**src/logic/sadc_pkg.sv**
```systemverilog
// package: register map, field layout, reset values and channel codes of the slope converter control
// Functional notes
// RL1: one of sixteen channels feeds comparator; here codes 1110/1111 close no switch, so only fourteen can
// RL2: ramp current code linear, zero is off
// RL3: hold bit stops timer, discharges capacitor
// RL4: hold bit gates off ramp current
// RL5: software holds reset at least 200 us
// RL6: mux output enable drives port A pin 0
// RL7: zero select enables zeroing inputs 1,5
// RL8: control 0 bit 3 reads zero
// RL9: both control registers read and write
// RL10: two-bit fields pick analog/digital pins
// RL11: conversion time is 2^N oscillator periods
// RL12: channel code map, 1110/1111 reserved
// RL13: 16-bit timer counts every oscillator cycle
// RL14: reset loads 02h and 00h
`default_nettype none
package sadc_pkg;
  // ----------------------------------------------------------------
  // register map (byte addresses on the bus)
  // ----------------------------------------------------------------
  localparam logic [7:0] ADDR_CTRL0     = 8'h1f;
  localparam logic [7:0] ADDR_CTRL1     = 8'h9f;
  localparam logic [7:0] ADDR_TIMER     = 8'h0c;
  localparam logic [7:0] ADDR_STATUS    = 8'h10;
  localparam logic [7:0] RESET_CTRL0    = 8'h02;
  localparam logic [7:0] RESET_CTRL1    = 8'h00;
  localparam logic [7:0] CTRL0_WMASK    = 8'hf7;
  // ----------------------------------------------------------------
  // field positions
  // ----------------------------------------------------------------
  localparam int CTRL0_ZERO_BIT   = 0;
  localparam int CTRL0_HOLD_BIT   = 1;
  localparam int CTRL0_MUXOE_BIT  = 2;
  localparam int CTRL0_CHAN_LSB   = 4;
  localparam int CTRL1_PA_LSB     = 0;
  localparam int CTRL1_PD_LSB     = 2;
  localparam int CTRL1_DAC_LSB    = 4;
  // ----------------------------------------------------------------
  // timing and analog constants
  // ----------------------------------------------------------------
  localparam int CLK_HZ           = 20000000;
  localparam int DISCHARGE_US     = 200;
  localparam int DISCHARGE_CYC    = (DISCHARGE_US * (CLK_HZ / 1000000));
  localparam int TIMER_W          = 16;
  localparam int NANOAMP_PER_CODE = 2250;
  // ----------------------------------------------------------------
  // channel codes
  // ----------------------------------------------------------------
  typedef enum logic [3:0] {
    CH_PA0 = 4'h0, CH_PA1 = 4'h1, CH_PA2 = 4'h2, CH_PA3 = 4'h3,
    CH_BANDGAP = 4'h4, CH_SREF_HIGH = 4'h5, CH_SREF_LOW = 4'h6, CH_TEMP = 4'h7,
    CH_PREF_A = 4'h8, CH_PREF_B = 4'h9, CH_PD4 = 4'ha, CH_PD5 = 4'hb,
    CH_PD6 = 4'hc, CH_PD7 = 4'hd, CH_RSVD0 = 4'he, CH_RSVD1 = 4'hf
  } sadc_chan_e;
endpackage
`default_nettype wire

```
**src/logic/sadc_pincfg.sv**
```systemverilog
// module: decodes one two-bit port field into per-pin analog enables
`timescale 1ns/10ps
`default_nettype none
module sadc_pincfg (
  input  wire logic [1:0] cfg,
  output logic      [3:0] analog
);
  // bit k high keeps pin k analog; digital use grows from the top pin down
  always_comb begin
    case (cfg)
      2'h0:    analog = 4'hf; // RL10
      2'h1:    analog = 4'h7; // RL10
      2'h2:    analog = 4'h3; // RL10
      default: analog = 4'h0; // RL10
    endcase
  end
endmodule // sadc_pincfg
`default_nettype wire

```
**src/logic/sadc_chdec.sv**
```systemverilog
// module: one-hot decode of the channel code onto the analog switch enables
`timescale 1ns/10ps
`default_nettype none
module sadc_chdec (
  input  wire logic [3:0]  code,
  output logic      [15:0] sel
);
  // reserved codes open every switch so nothing reaches the comparator
  always_comb begin
    sel = 16'h0000;
    if (code != sadc_pkg::CH_RSVD0 && code != sadc_pkg::CH_RSVD1) begin
      sel[code] = 1'b1; // RL1 RL12
    end
  end
endmodule // sadc_chdec
`default_nettype wire

```
**src/logic/sadc_ctrl.sv**
```systemverilog
// module: slope converter control registers with classic wishbone slave
`timescale 1ns/10ps
`default_nettype none
module sadc_ctrl #(
  parameter int TIMER_W = sadc_pkg::TIMER_W
) (
  input  wire logic               CLK,
  input  wire logic               RST,
  input  wire logic               WB_CYC_I,
  input  wire logic               WB_STB_I,
  input  wire logic               WB_WE_I,
  input  wire logic [7:0]         WB_ADR_I,
  input  wire logic [3:0]         WB_SEL_I,
  input  wire logic [31:0]        WB_DAT_I,
  output logic      [31:0]        WB_DAT_O,
  output logic                    WB_ACK_O,
  input  wire logic               COMP_TRIP_ASYNC,
  output logic      [15:0]        CHANNEL_SEL,
  output logic      [3:0]         CHANNEL_CODE,
  output logic      [3:0]         RAMP_CURRENT_CODE,
  output logic      [15:0]        RAMP_SOURCE_EN,
  output logic      [15:0]        RAMP_CURRENT_NA,
  output logic                    CAP_DISCHARGE,
  output logic                    MUX_TO_PA0,
  output logic                    ZERO_EN,
  output logic      [3:0]         PORTA_ANALOG,
  output logic      [3:0]         PORTD_ANALOG,
  output logic      [TIMER_W-1:0] CONVERSION_TIMER,
  output logic                    DISCHARGE_DONE
);
  // ----------------------------------------------------------------
  // state
  // ----------------------------------------------------------------
  typedef struct packed {
    logic [7:0]         ctrl0;
    logic [7:0]         ctrl1;
    logic [TIMER_W-1:0] timer;
    logic [15:0]        dis_cnt;
    logic               dis_done;
    logic               ack;
    logic [31:0]        rdata;
    logic               trip_s1;
    logic               trip_s2;
    logic               trip_prev;
    logic               tripped;
    logic               ovf;
  } sadc_state_s;

  sadc_state_s r;
  sadc_state_s next_r;
  logic        hold;
  logic        req;
  logic        wr;
  logic [7:0]  wbyte;
  logic [15:0] dis_max;

  assign hold    = r.ctrl0[sadc_pkg::CTRL0_HOLD_BIT];
  assign req     = WB_CYC_I & WB_STB_I & ~r.ack;
  assign wr      = req & WB_WE_I & WB_SEL_I[0];
  assign wbyte   = WB_DAT_I[7:0];
  assign dis_max = 16'(sadc_pkg::DISCHARGE_CYC);

  // ----------------------------------------------------------------
  // next state
  // ----------------------------------------------------------------
  always_comb begin
    next_r         = r;
    next_r.trip_s1 = COMP_TRIP_ASYNC;
    next_r.trip_s2 = r.trip_s1;
    next_r.trip_prev = r.trip_s2;
    // one-cycle ack, dropped the cycle after so each request answers once
    next_r.ack     = req;
    next_r.rdata   = 32'h0000_0000;
    if (req && !WB_WE_I) begin
      case (WB_ADR_I)
        sadc_pkg::ADDR_CTRL0:  next_r.rdata = {24'h0, r.ctrl0 & sadc_pkg::CTRL0_WMASK}; // RL8 RL9
        sadc_pkg::ADDR_CTRL1:  next_r.rdata = {24'h0, r.ctrl1}; // RL9
        sadc_pkg::ADDR_TIMER:  next_r.rdata = 32'(r.timer);
        sadc_pkg::ADDR_STATUS: next_r.rdata = {29'h0, r.ovf, r.tripped, r.dis_done};
        default:               next_r.rdata = 32'h0000_0000;
      endcase
    end
    // timer stands cleared while held; counts once per clock otherwise
    if (hold) begin
      next_r.timer = '0; // RL3
    end else begin
      next_r.timer = r.timer + 1'b1; // RL11 RL13
    end
    // discharge age is advisory: software must still respect the minimum itself
    if (hold) begin
      if (r.dis_cnt < dis_max) begin
        next_r.dis_cnt = r.dis_cnt + 16'h0001; // RL5
      end
      next_r.dis_done = (r.dis_cnt >= dis_max - 16'h0001); // RL5
    end else begin
      next_r.dis_cnt  = 16'h0000;
      next_r.dis_done = 1'b0;
    end
    // comparator falling edge marks the trip; overflow sticks until hold
    if (hold) begin
      next_r.tripped = 1'b0;
      next_r.ovf     = 1'b0;
    end else begin
      if (r.trip_prev && !r.trip_s2) begin
        next_r.tripped = 1'b1;
      end
      if (&r.timer) begin
        next_r.ovf = 1'b1;
      end
    end
    if (wr && WB_ADR_I == sadc_pkg::ADDR_CTRL0) begin
      next_r.ctrl0 = wbyte & sadc_pkg::CTRL0_WMASK; // RL8 RL9
    end
    if (wr && WB_ADR_I == sadc_pkg::ADDR_CTRL1) begin
      next_r.ctrl1 = wbyte; // RL9
    end
  end

  // ----------------------------------------------------------------
  // registers
  // ----------------------------------------------------------------
  always_ff @(posedge CLK or posedge RST) begin
    if (RST) begin
      r          <= '0;
      r.ctrl0    <= sadc_pkg::RESET_CTRL0; // RL14
      r.ctrl1    <= sadc_pkg::RESET_CTRL1; // RL14
    end else begin
      r <= next_r;
    end
  end

  // ----------------------------------------------------------------
  // decoders and outputs
  // ----------------------------------------------------------------
  sadc_chdec u_chdec (
    .code (r.ctrl0[sadc_pkg::CTRL0_CHAN_LSB +: 4]),
    .sel  (CHANNEL_SEL)
  );

  sadc_pincfg u_pa (
    .cfg    (r.ctrl1[sadc_pkg::CTRL1_PA_LSB +: 2]),
    .analog (PORTA_ANALOG)
  );

  sadc_pincfg u_pd (
    .cfg    (r.ctrl1[sadc_pkg::CTRL1_PD_LSB +: 2]),
    .analog (PORTD_ANALOG)
  );

  logic [3:0] dac_code;
  assign dac_code = r.ctrl1[sadc_pkg::CTRL1_DAC_LSB +: 4];

  // thermometer of unit sources; hold masks them all
  genvar g;
  generate
    for (g = 0; g < 16; g++) begin : g_src
      if (g == 0) begin : g_none
        assign RAMP_SOURCE_EN[g] = 1'b0; // RL2
      end else begin : g_unit
        assign RAMP_SOURCE_EN[g] = ~hold & (dac_code >= 4'(g)); // RL2 RL4
      end
    end
  endgenerate

  assign RAMP_CURRENT_NA   = hold ? 16'h0000 :
                             16'(dac_code * sadc_pkg::NANOAMP_PER_CODE); // RL2 RL4
  assign RAMP_CURRENT_CODE = dac_code;
  assign CHANNEL_CODE      = r.ctrl0[sadc_pkg::CTRL0_CHAN_LSB +: 4]; // RL1
  assign CAP_DISCHARGE     = hold; // RL3
  assign MUX_TO_PA0        = r.ctrl0[sadc_pkg::CTRL0_MUXOE_BIT]; // RL6
  assign ZERO_EN           = r.ctrl0[sadc_pkg::CTRL0_ZERO_BIT]; // RL7
  assign CONVERSION_TIMER  = r.timer;
  assign DISCHARGE_DONE    = r.dis_done;
  assign WB_DAT_O          = r.rdata;
  assign WB_ACK_O          = r.ack;
endmodule // sadc_ctrl
`default_nettype wire

```
**config.mk**
```make
export PLATFORM = sky130hd
export DESIGN_NAME = sadc_ctrl
export DESIGN_NICKNAME = d
export VERILOG_FILES = /design/src/logic/sadc_pkg.sv /design/src/logic/sadc_pincfg.sv /design/src/logic/sadc_chdec.sv /design/src/logic/sadc_ctrl.sv
export SDC_FILE = /design/constraint.sdc
export NUM_CORES = 1
export LEC_CHECK = 0
export BUFFER_PORTS_ARGS = -buffer_cell sky130_fd_sc_hd__buf_4
export CORE_ASPECT_RATIO = 2
export CORE_MARGIN = 2
export CORE_UTILIZATION = 30
export CTS_CLUSTER_SIZE = 10
export DETAILED_ROUTE_END_ITERATION = 12
export PLACE_DENSITY = 0.6
export SYNTH_ARGS = -nofsm -noshare
export SYNTH_HDL_FRONTEND = slang
export SYNTH_SLANG_ARGS = --single-unit
```
**constraint.sdc**
```tcl
create_clock -name CLK -period 3.87 [get_ports CLK]
set_clock_uncertainty 0.05 [all_clocks]
set_input_delay 0.774 -clock CLK [delete_from_list [all_inputs] [get_ports CLK]]
set_output_delay 0.774 -clock CLK [all_outputs]
set_load 0.1 [all_outputs]
```
After elaboration in Yosys (flattened, before gate mapping)
Index checks and enable logic that the tools add are counted.
Widths: inputs -> output; s select.
{"block": "op_classes", "n_addsub": 2, "n_mul": 1, "magnitude_cmp": 19, "n_eq_ne": 11, "muxes": 14, "n_bitwise": 21, "reduce_logical": 13}
{"cell": "$mux 16", "count": 4}
{"cell": "$pmux 16 s4", "count": 1}
{"cell": "$add 16x1->16 const B", "count": 2}
{"cell": "$ge 4x4->1 const B", "count": 8}
{"cell": "$mux 32", "count": 1}
{"cell": "$pmux 4 s3", "count": 2}
{"cell": "$and 1x1->1", "count": 19}
{"cell": "$mux 17", "count": 1}
{"cell": "$eq 8x5->1 const B", "count": 2}
{"cell": "$ge 16x12->1 const B", "count": 1}
{"cell": "$ge 4x3->1 const B", "count": 4}
{"cell": "$lt 16x12->1 const B", "count": 1}
{"cell": "$reduce_and 16->1", "count": 1}
{"cell": "$mul 4x11->15 const B", "count": 1}
{"cell": "$eq 8x4->1 const B", "count": 1}
{"cell": "$eq 8x8->1 const B", "count": 1}
{"cell": "$ge 4x1->1 const B", "count": 2}
{"cell": "$ge 4x2->1 const B", "count": 2}
{"cell": "$ne 4x4->1 const B", "count": 2}
{"cell": "$logic_and 1x1->1", "count": 6}
{"cell": "$lt 4x5->1 const B", "count": 1}
{"cell": "$demux 1 s4", "count": 1}
{"cell": "$eq 2x1->1 const B", "count": 2}
{"cell": "$eq 2x2->1 const B", "count": 2}
{"cell": "7 further kinds", "count": 13}
{"block": "totals", "register_bits": 86, "input_bits": 50, "output_inout_bits": 117, "elab_cells": 93}

Logic depth before layout (Yosys ltp)
{"block": "logic_depth", "depth_word": 5, "ltp_mapped": 9, "ltp_nobuf": 8}

Cells and area by module
Synthesis repeated with hierarchy kept, for this count alone.
{"block": "unflattened", "cells_unflattened": 468, "area_unflattened_um2": 4642.0}
{"module": "sadc_ctrl", "instances": 1, "cells_each": 439, "area_per_inst_um2": 4319.1, "seq_area_each_um2": 1752.9}
{"module": "sadc_chdec", "instances": 1, "cells_each": 21, "area_per_inst_um2": 285.3, "seq_area_each_um2": 0.0}
{"module": "sadc_pincfg", "instances": 2, "cells_each": 4, "area_per_inst_um2": 18.8, "seq_area_each_um2": 0.0}

Worst setup path before layout
Ideal clock, no wire load.
{"block": "synth_path", "kind": "reg-to-output", "start": "reg r (netlist bit RAMP_CURRENT_CODE[3])", "end": "out RAMP_CURRENT_NA[12]", "arrival_ps": 5126, "required_ps": 3046, "setup_slack_ps": -2080, "stages_incl_launch_ff": 8, "path_buffers": 0, "path_cell_list": "dfrtp_1 inv_1 ha_1 ha_1 ha_1 a21o_1 nand2b_1 o311ai_0"}
{"block": "synth_via", "elab_chain_cells": 2}
{"item": "from (decl)", "line": "sadc_ctrl.sv:49", "text": "sadc_state_s r;"}
{"item": "from (signal assigned)", "line": "sadc_ctrl.sv:128", "text": "r <= next_r;"}
{"item": "$mul 4x11->15", "line": "sadc_ctrl.sv:166", "text": "16'(dac_code * sadc_pkg::NANOAMP_PER_CODE);"}
{"item": "$mux 16", "line": "sadc_ctrl.sv:165", "text": "assign RAMP_CURRENT_NA = hold ? 16'h0000 :"}
{"item": "to (decl)", "line": "sadc_ctrl.sv:22", "text": "output logic [15:0] RAMP_CURRENT_NA,"}
Every way passes these cells.

Worst setup path in the final report
{"block": "layout_path", "start": "reg r (netlist bit RAMP_CURRENT_CODE[1])", "end": "out RAMP_CURRENT_NA[11]"}
The elaborated chain is that of the path after synthesis.

==> results.txt <==
The run finished with clean final reports. The leakage power total is 0.00275 µW. Across the VDD grid, the largest voltage drop is 0.259 mV. The all-layer global routing usage is 0.144. In this run the power density over the cells is 411 nW/µm².

The clock-pin slew of the registers on the worst-case setup and hold paths was 0.05 ns; the width of the die was 90.7 µm. Max-cap check violation count: 0. The total routed wire length on the met1 layer is 4140 µm, and the height of the chip is 177 µm. The DRC violations left is 0.

Counting the buffers created by CTS gives 9. Per-cell via count in the routed design: 4.81. For the accumulated negative setup slack, the log shows 0 ns. Once detail routing completed, the nets flagged for antenna violations numbered 0.

After clock tree synthesis, the setup repair step added 0 buffers. Wire segments on met3 add up to 486 µm in the final route. TritonCTS built the clock tree. The synthesis-to-layout area growth is 25.0%.

The number of buffers added on ports is 119, and the number of nets in the final layout is 637. The routed design uses 6560 µm of met2 wire. The number of buffers between clock root and the deepest sink is 2. Yosys mapped the design onto 57 distinct sky130hd cell types.

The number of clock sinks seen by CTS was 70; the number of enable flip-flop cells after synthesis was 0. Worst path required time: 3.05 ns. Leaving out fill and tap cells, the most frequent cell in the layout is buf_4.

The async set-reset flop share out of synthesis is 1.00. The run gives 0.33 ns as the clock latency on the worst-skew pair. The path type of the worst min-delay path was flip-flop to flip-flop. In the synthesized netlist the dominant register cell turns out to be dfrtp_1.

The count of synthesis-stage warnings from yosys is 0, and the last weighted congestion value of the routability-driven placer is 0.886. The detailed placement HPWL is 8760 µm, and the wire length of the first global-routing pass is 18300 µm. The tools report the final number of setup-violating endpoints as 0. The cell count after synthesis was 477; the core box area was 14700 µm².

The critical-path maximum fanout came out at 11. The tree is rooted in a clkbuf_16. The final worst-path cycle share works out to 0.977.

For the pin with the worst max-slew slack, the measured transition is 0.815 ns. Global routing finished with a remaining overflow of 0. The worst slew margin relative to its limit was 0.456; the effective utilization at floorplan was 0.306.

The first detailed-routing pass took 4 iterations. The hold violation total from the final report is 0, and the area enclosed by the die boundary is 16100 µm². The number of pins with negative max-slew slack in the final report is 0. For the H-tree level count, the log shows 3.

The routed wire length was 11400 µm; the proportion of layout cells with a drive suffix above 1 was 0.297. After filler insertion, the fill cell instance count of the layout stands at 1504. For this run, the top clock speed supported by timing is 265 MHz. After layout, the worst setup slack is 0.0908 ns.

0 antenna diodes ended up in the layout. The initial antenna violation count is 0. Each instance of the synthesized netlist takes up on average 9.45 µm². The run gives 3601 as the number of global-route vias before repair.

The final critical-path required period is 3.78 ns, and the routed length per instance is 15.1 µm. The share of synthesized area occupied by flip-flops and latches is 0.389, and the number of top-level pins is 167. OpenSTA, run right after detailed placement, puts the worst setup slack at 0.273 ns.

The register bit total from synthesis works out to 70. Setup repair after global routing could not meet its margin everywhere. The cts-stage hold buffer count is 0.

The run gives 63 as the number of standard-cell rows in the floorplan. Data on the critical path arrives at its endpoint at 2.96 ns. The tools report the number of vias after detailed routing as 3643.

The cell area that synthesis handed to floorplanning was 4510 µm². The element type at the critical path start is a flip-flop. The worst setup path is captured at an output pin.

In the layout the commonest cells are buf_4, dfrtp_1, nor2_1, ha_1. The highest layer touched by signal routing is met4. Entering global routing, the biggest net connects 37 pins. By startpoint and endpoint, the worst setup path is classified as flip-flop to output pin. For the first-iteration detailed-routing DRC count, the log shows 215.
## report_power, final
group | total [µW] | leakage (µW) | internal (µW) | switching (µW)
Clock | 886 | 0.000155 | 595 | 290
Combinational | 592 | 0.00166 | 116 | 477
Sequential | 840 | 0.000941 | 770 | 69.3
Total | 2320 | 0.00275 | 1480 | 836
## synth_stat cells, drive strengths merged, types with 3 or more instances
cell / n / area (µm²)
buf: 66 / 483
o211ai: 3 / 22.5
dfrtp: 69 / 1730
clkbuf: 11 / 41.3
mux2: 23 / 259
a22oi: 8 / 60.1
mux2i: 3 / 30.0
xnor2: 10 / 87.6
xor2: 6 / 52.6
o21ai: 5 / 25.0
ha: 28 / 350
or4: 3 / 22.5
inv: 19 / 71.3
nand4: 7 / 50.1
and2: 13 / 81.3
a31oi: 4 / 25.0
and3: 3 / 18.8
nor2: 59 / 221
nor3: 16 / 80.1
a211oi: 3 / 22.5
nor2b: 8 / 50.1
nor4: 10 / 98.8
or3: 5 / 36.3
o311ai: 3 / 26.3
nand2: 20 / 75.1
o31ai: 5 / 37.5
nand2b: 7 / 43.8
o21a: 4 / 30.0
a21oi: 19 / 95.1
nand3: 14 / 70.1
## repair_timing
item | CTS | global route
hold endpoints to repair | 0 | 0
endpoints found under the setup margin | 2 | 3
resized for setup | 4 | 2
## worst max-delay path, stage by stage, from the launching register on
cell      delay [ns]
dfrtp_2         0.49
inv_1           0.14
ha_1            0.36
ha_1            0.37
nor3_1          0.32
a211oi_1        0.14
a31oi_1         0.21
mux2_1          0.34
buf_4           0.24
## kinds of logic (layout without fill, tap and decap cells)
| group | Yosys count | in the layout | share of synthesized area |
|---|---|---|---|
| other | 1 | 20 | 0.000832 |
| AOI/OAI and AO/OA | 65 | 65 | 0.0966 |
| buffers and inverters | 96 | 163 | 0.132 |
| adders and majority gates | 28 | 28 | 0.0778 |
| DFF | 70 | 70 | 0.389 |
| and+or+nand+nor | 175 | 175 | 0.208 |
| muxes | 26 | 26 | 0.0641 |
| xor gates and xnor gates | 16 | 16 | 0.0311 |
## layer usage
metal | GRT usage | vias up
met3 | 0.0246 | 13
met2 | 0.277 | 118
met4 | 0.0647 | 0
met1 | 0.150 | 1775
met5 | 0 | -
li1 | - | 1737
## cell type report
class                      count  area, µm²  area share
tap                          195        244      0.0433
timing repair buffer         129        981       0.174
clock buffer                  12        256      0.0455
clock inverter                 3       67.6      0.0120
sequential                    70       1760       0.312
inverter                      19       71.3      0.0127
multi-input combinational    330       2260       0.400
## stage by stage
step                      area [µm²]  total power (µW)  cells  hold WS, ns   util
after floorplan                 4600              1370    496        0.281      -
after global placement          5300              1440    743        0.285  0.359
after detailed placement        5300              1450    743        0.293  0.359
after CTS                       5630              2340    758        0.305  0.382
after global routing            5630              2410    758        0.307  0.382
final                           5630              2320    758        0.304  0.382
## worst paths after layout
check	from	endpoint	slack, ns	cells past startpoint
worst min register to register	next_r[3]	next_r[2]	0.30	0
worst min-delay path	next_r[3]	next_r[2]	0.30	0
min in group asynchronous	RST	r[45]	0.56	2
worst max register to register	r[51]	r[47]	1.98	4
worst max-delay path	RAMP_CURRENT_CODE[1]	RAMP_CURRENT_NA[11]	0.09	8
max in group asynchronous	RST	CONVERSION_TIMER[12]	2.52	3
## state kept, by name, summed over array words and instances, names as in the netlist
name	count
CAP_DISCHARGE	1
ZERO_EN	1
WB_ACK_O	1
next_r	2
MUX_TO_PA0	1
CONVERSION_TIMER	16
WB_DAT_O	16
CHANNEL_CODE	4
DISCHARGE_DONE	1
RAMP_CURRENT_CODE	4
r	23
Power figures use the tool's default switching activity.
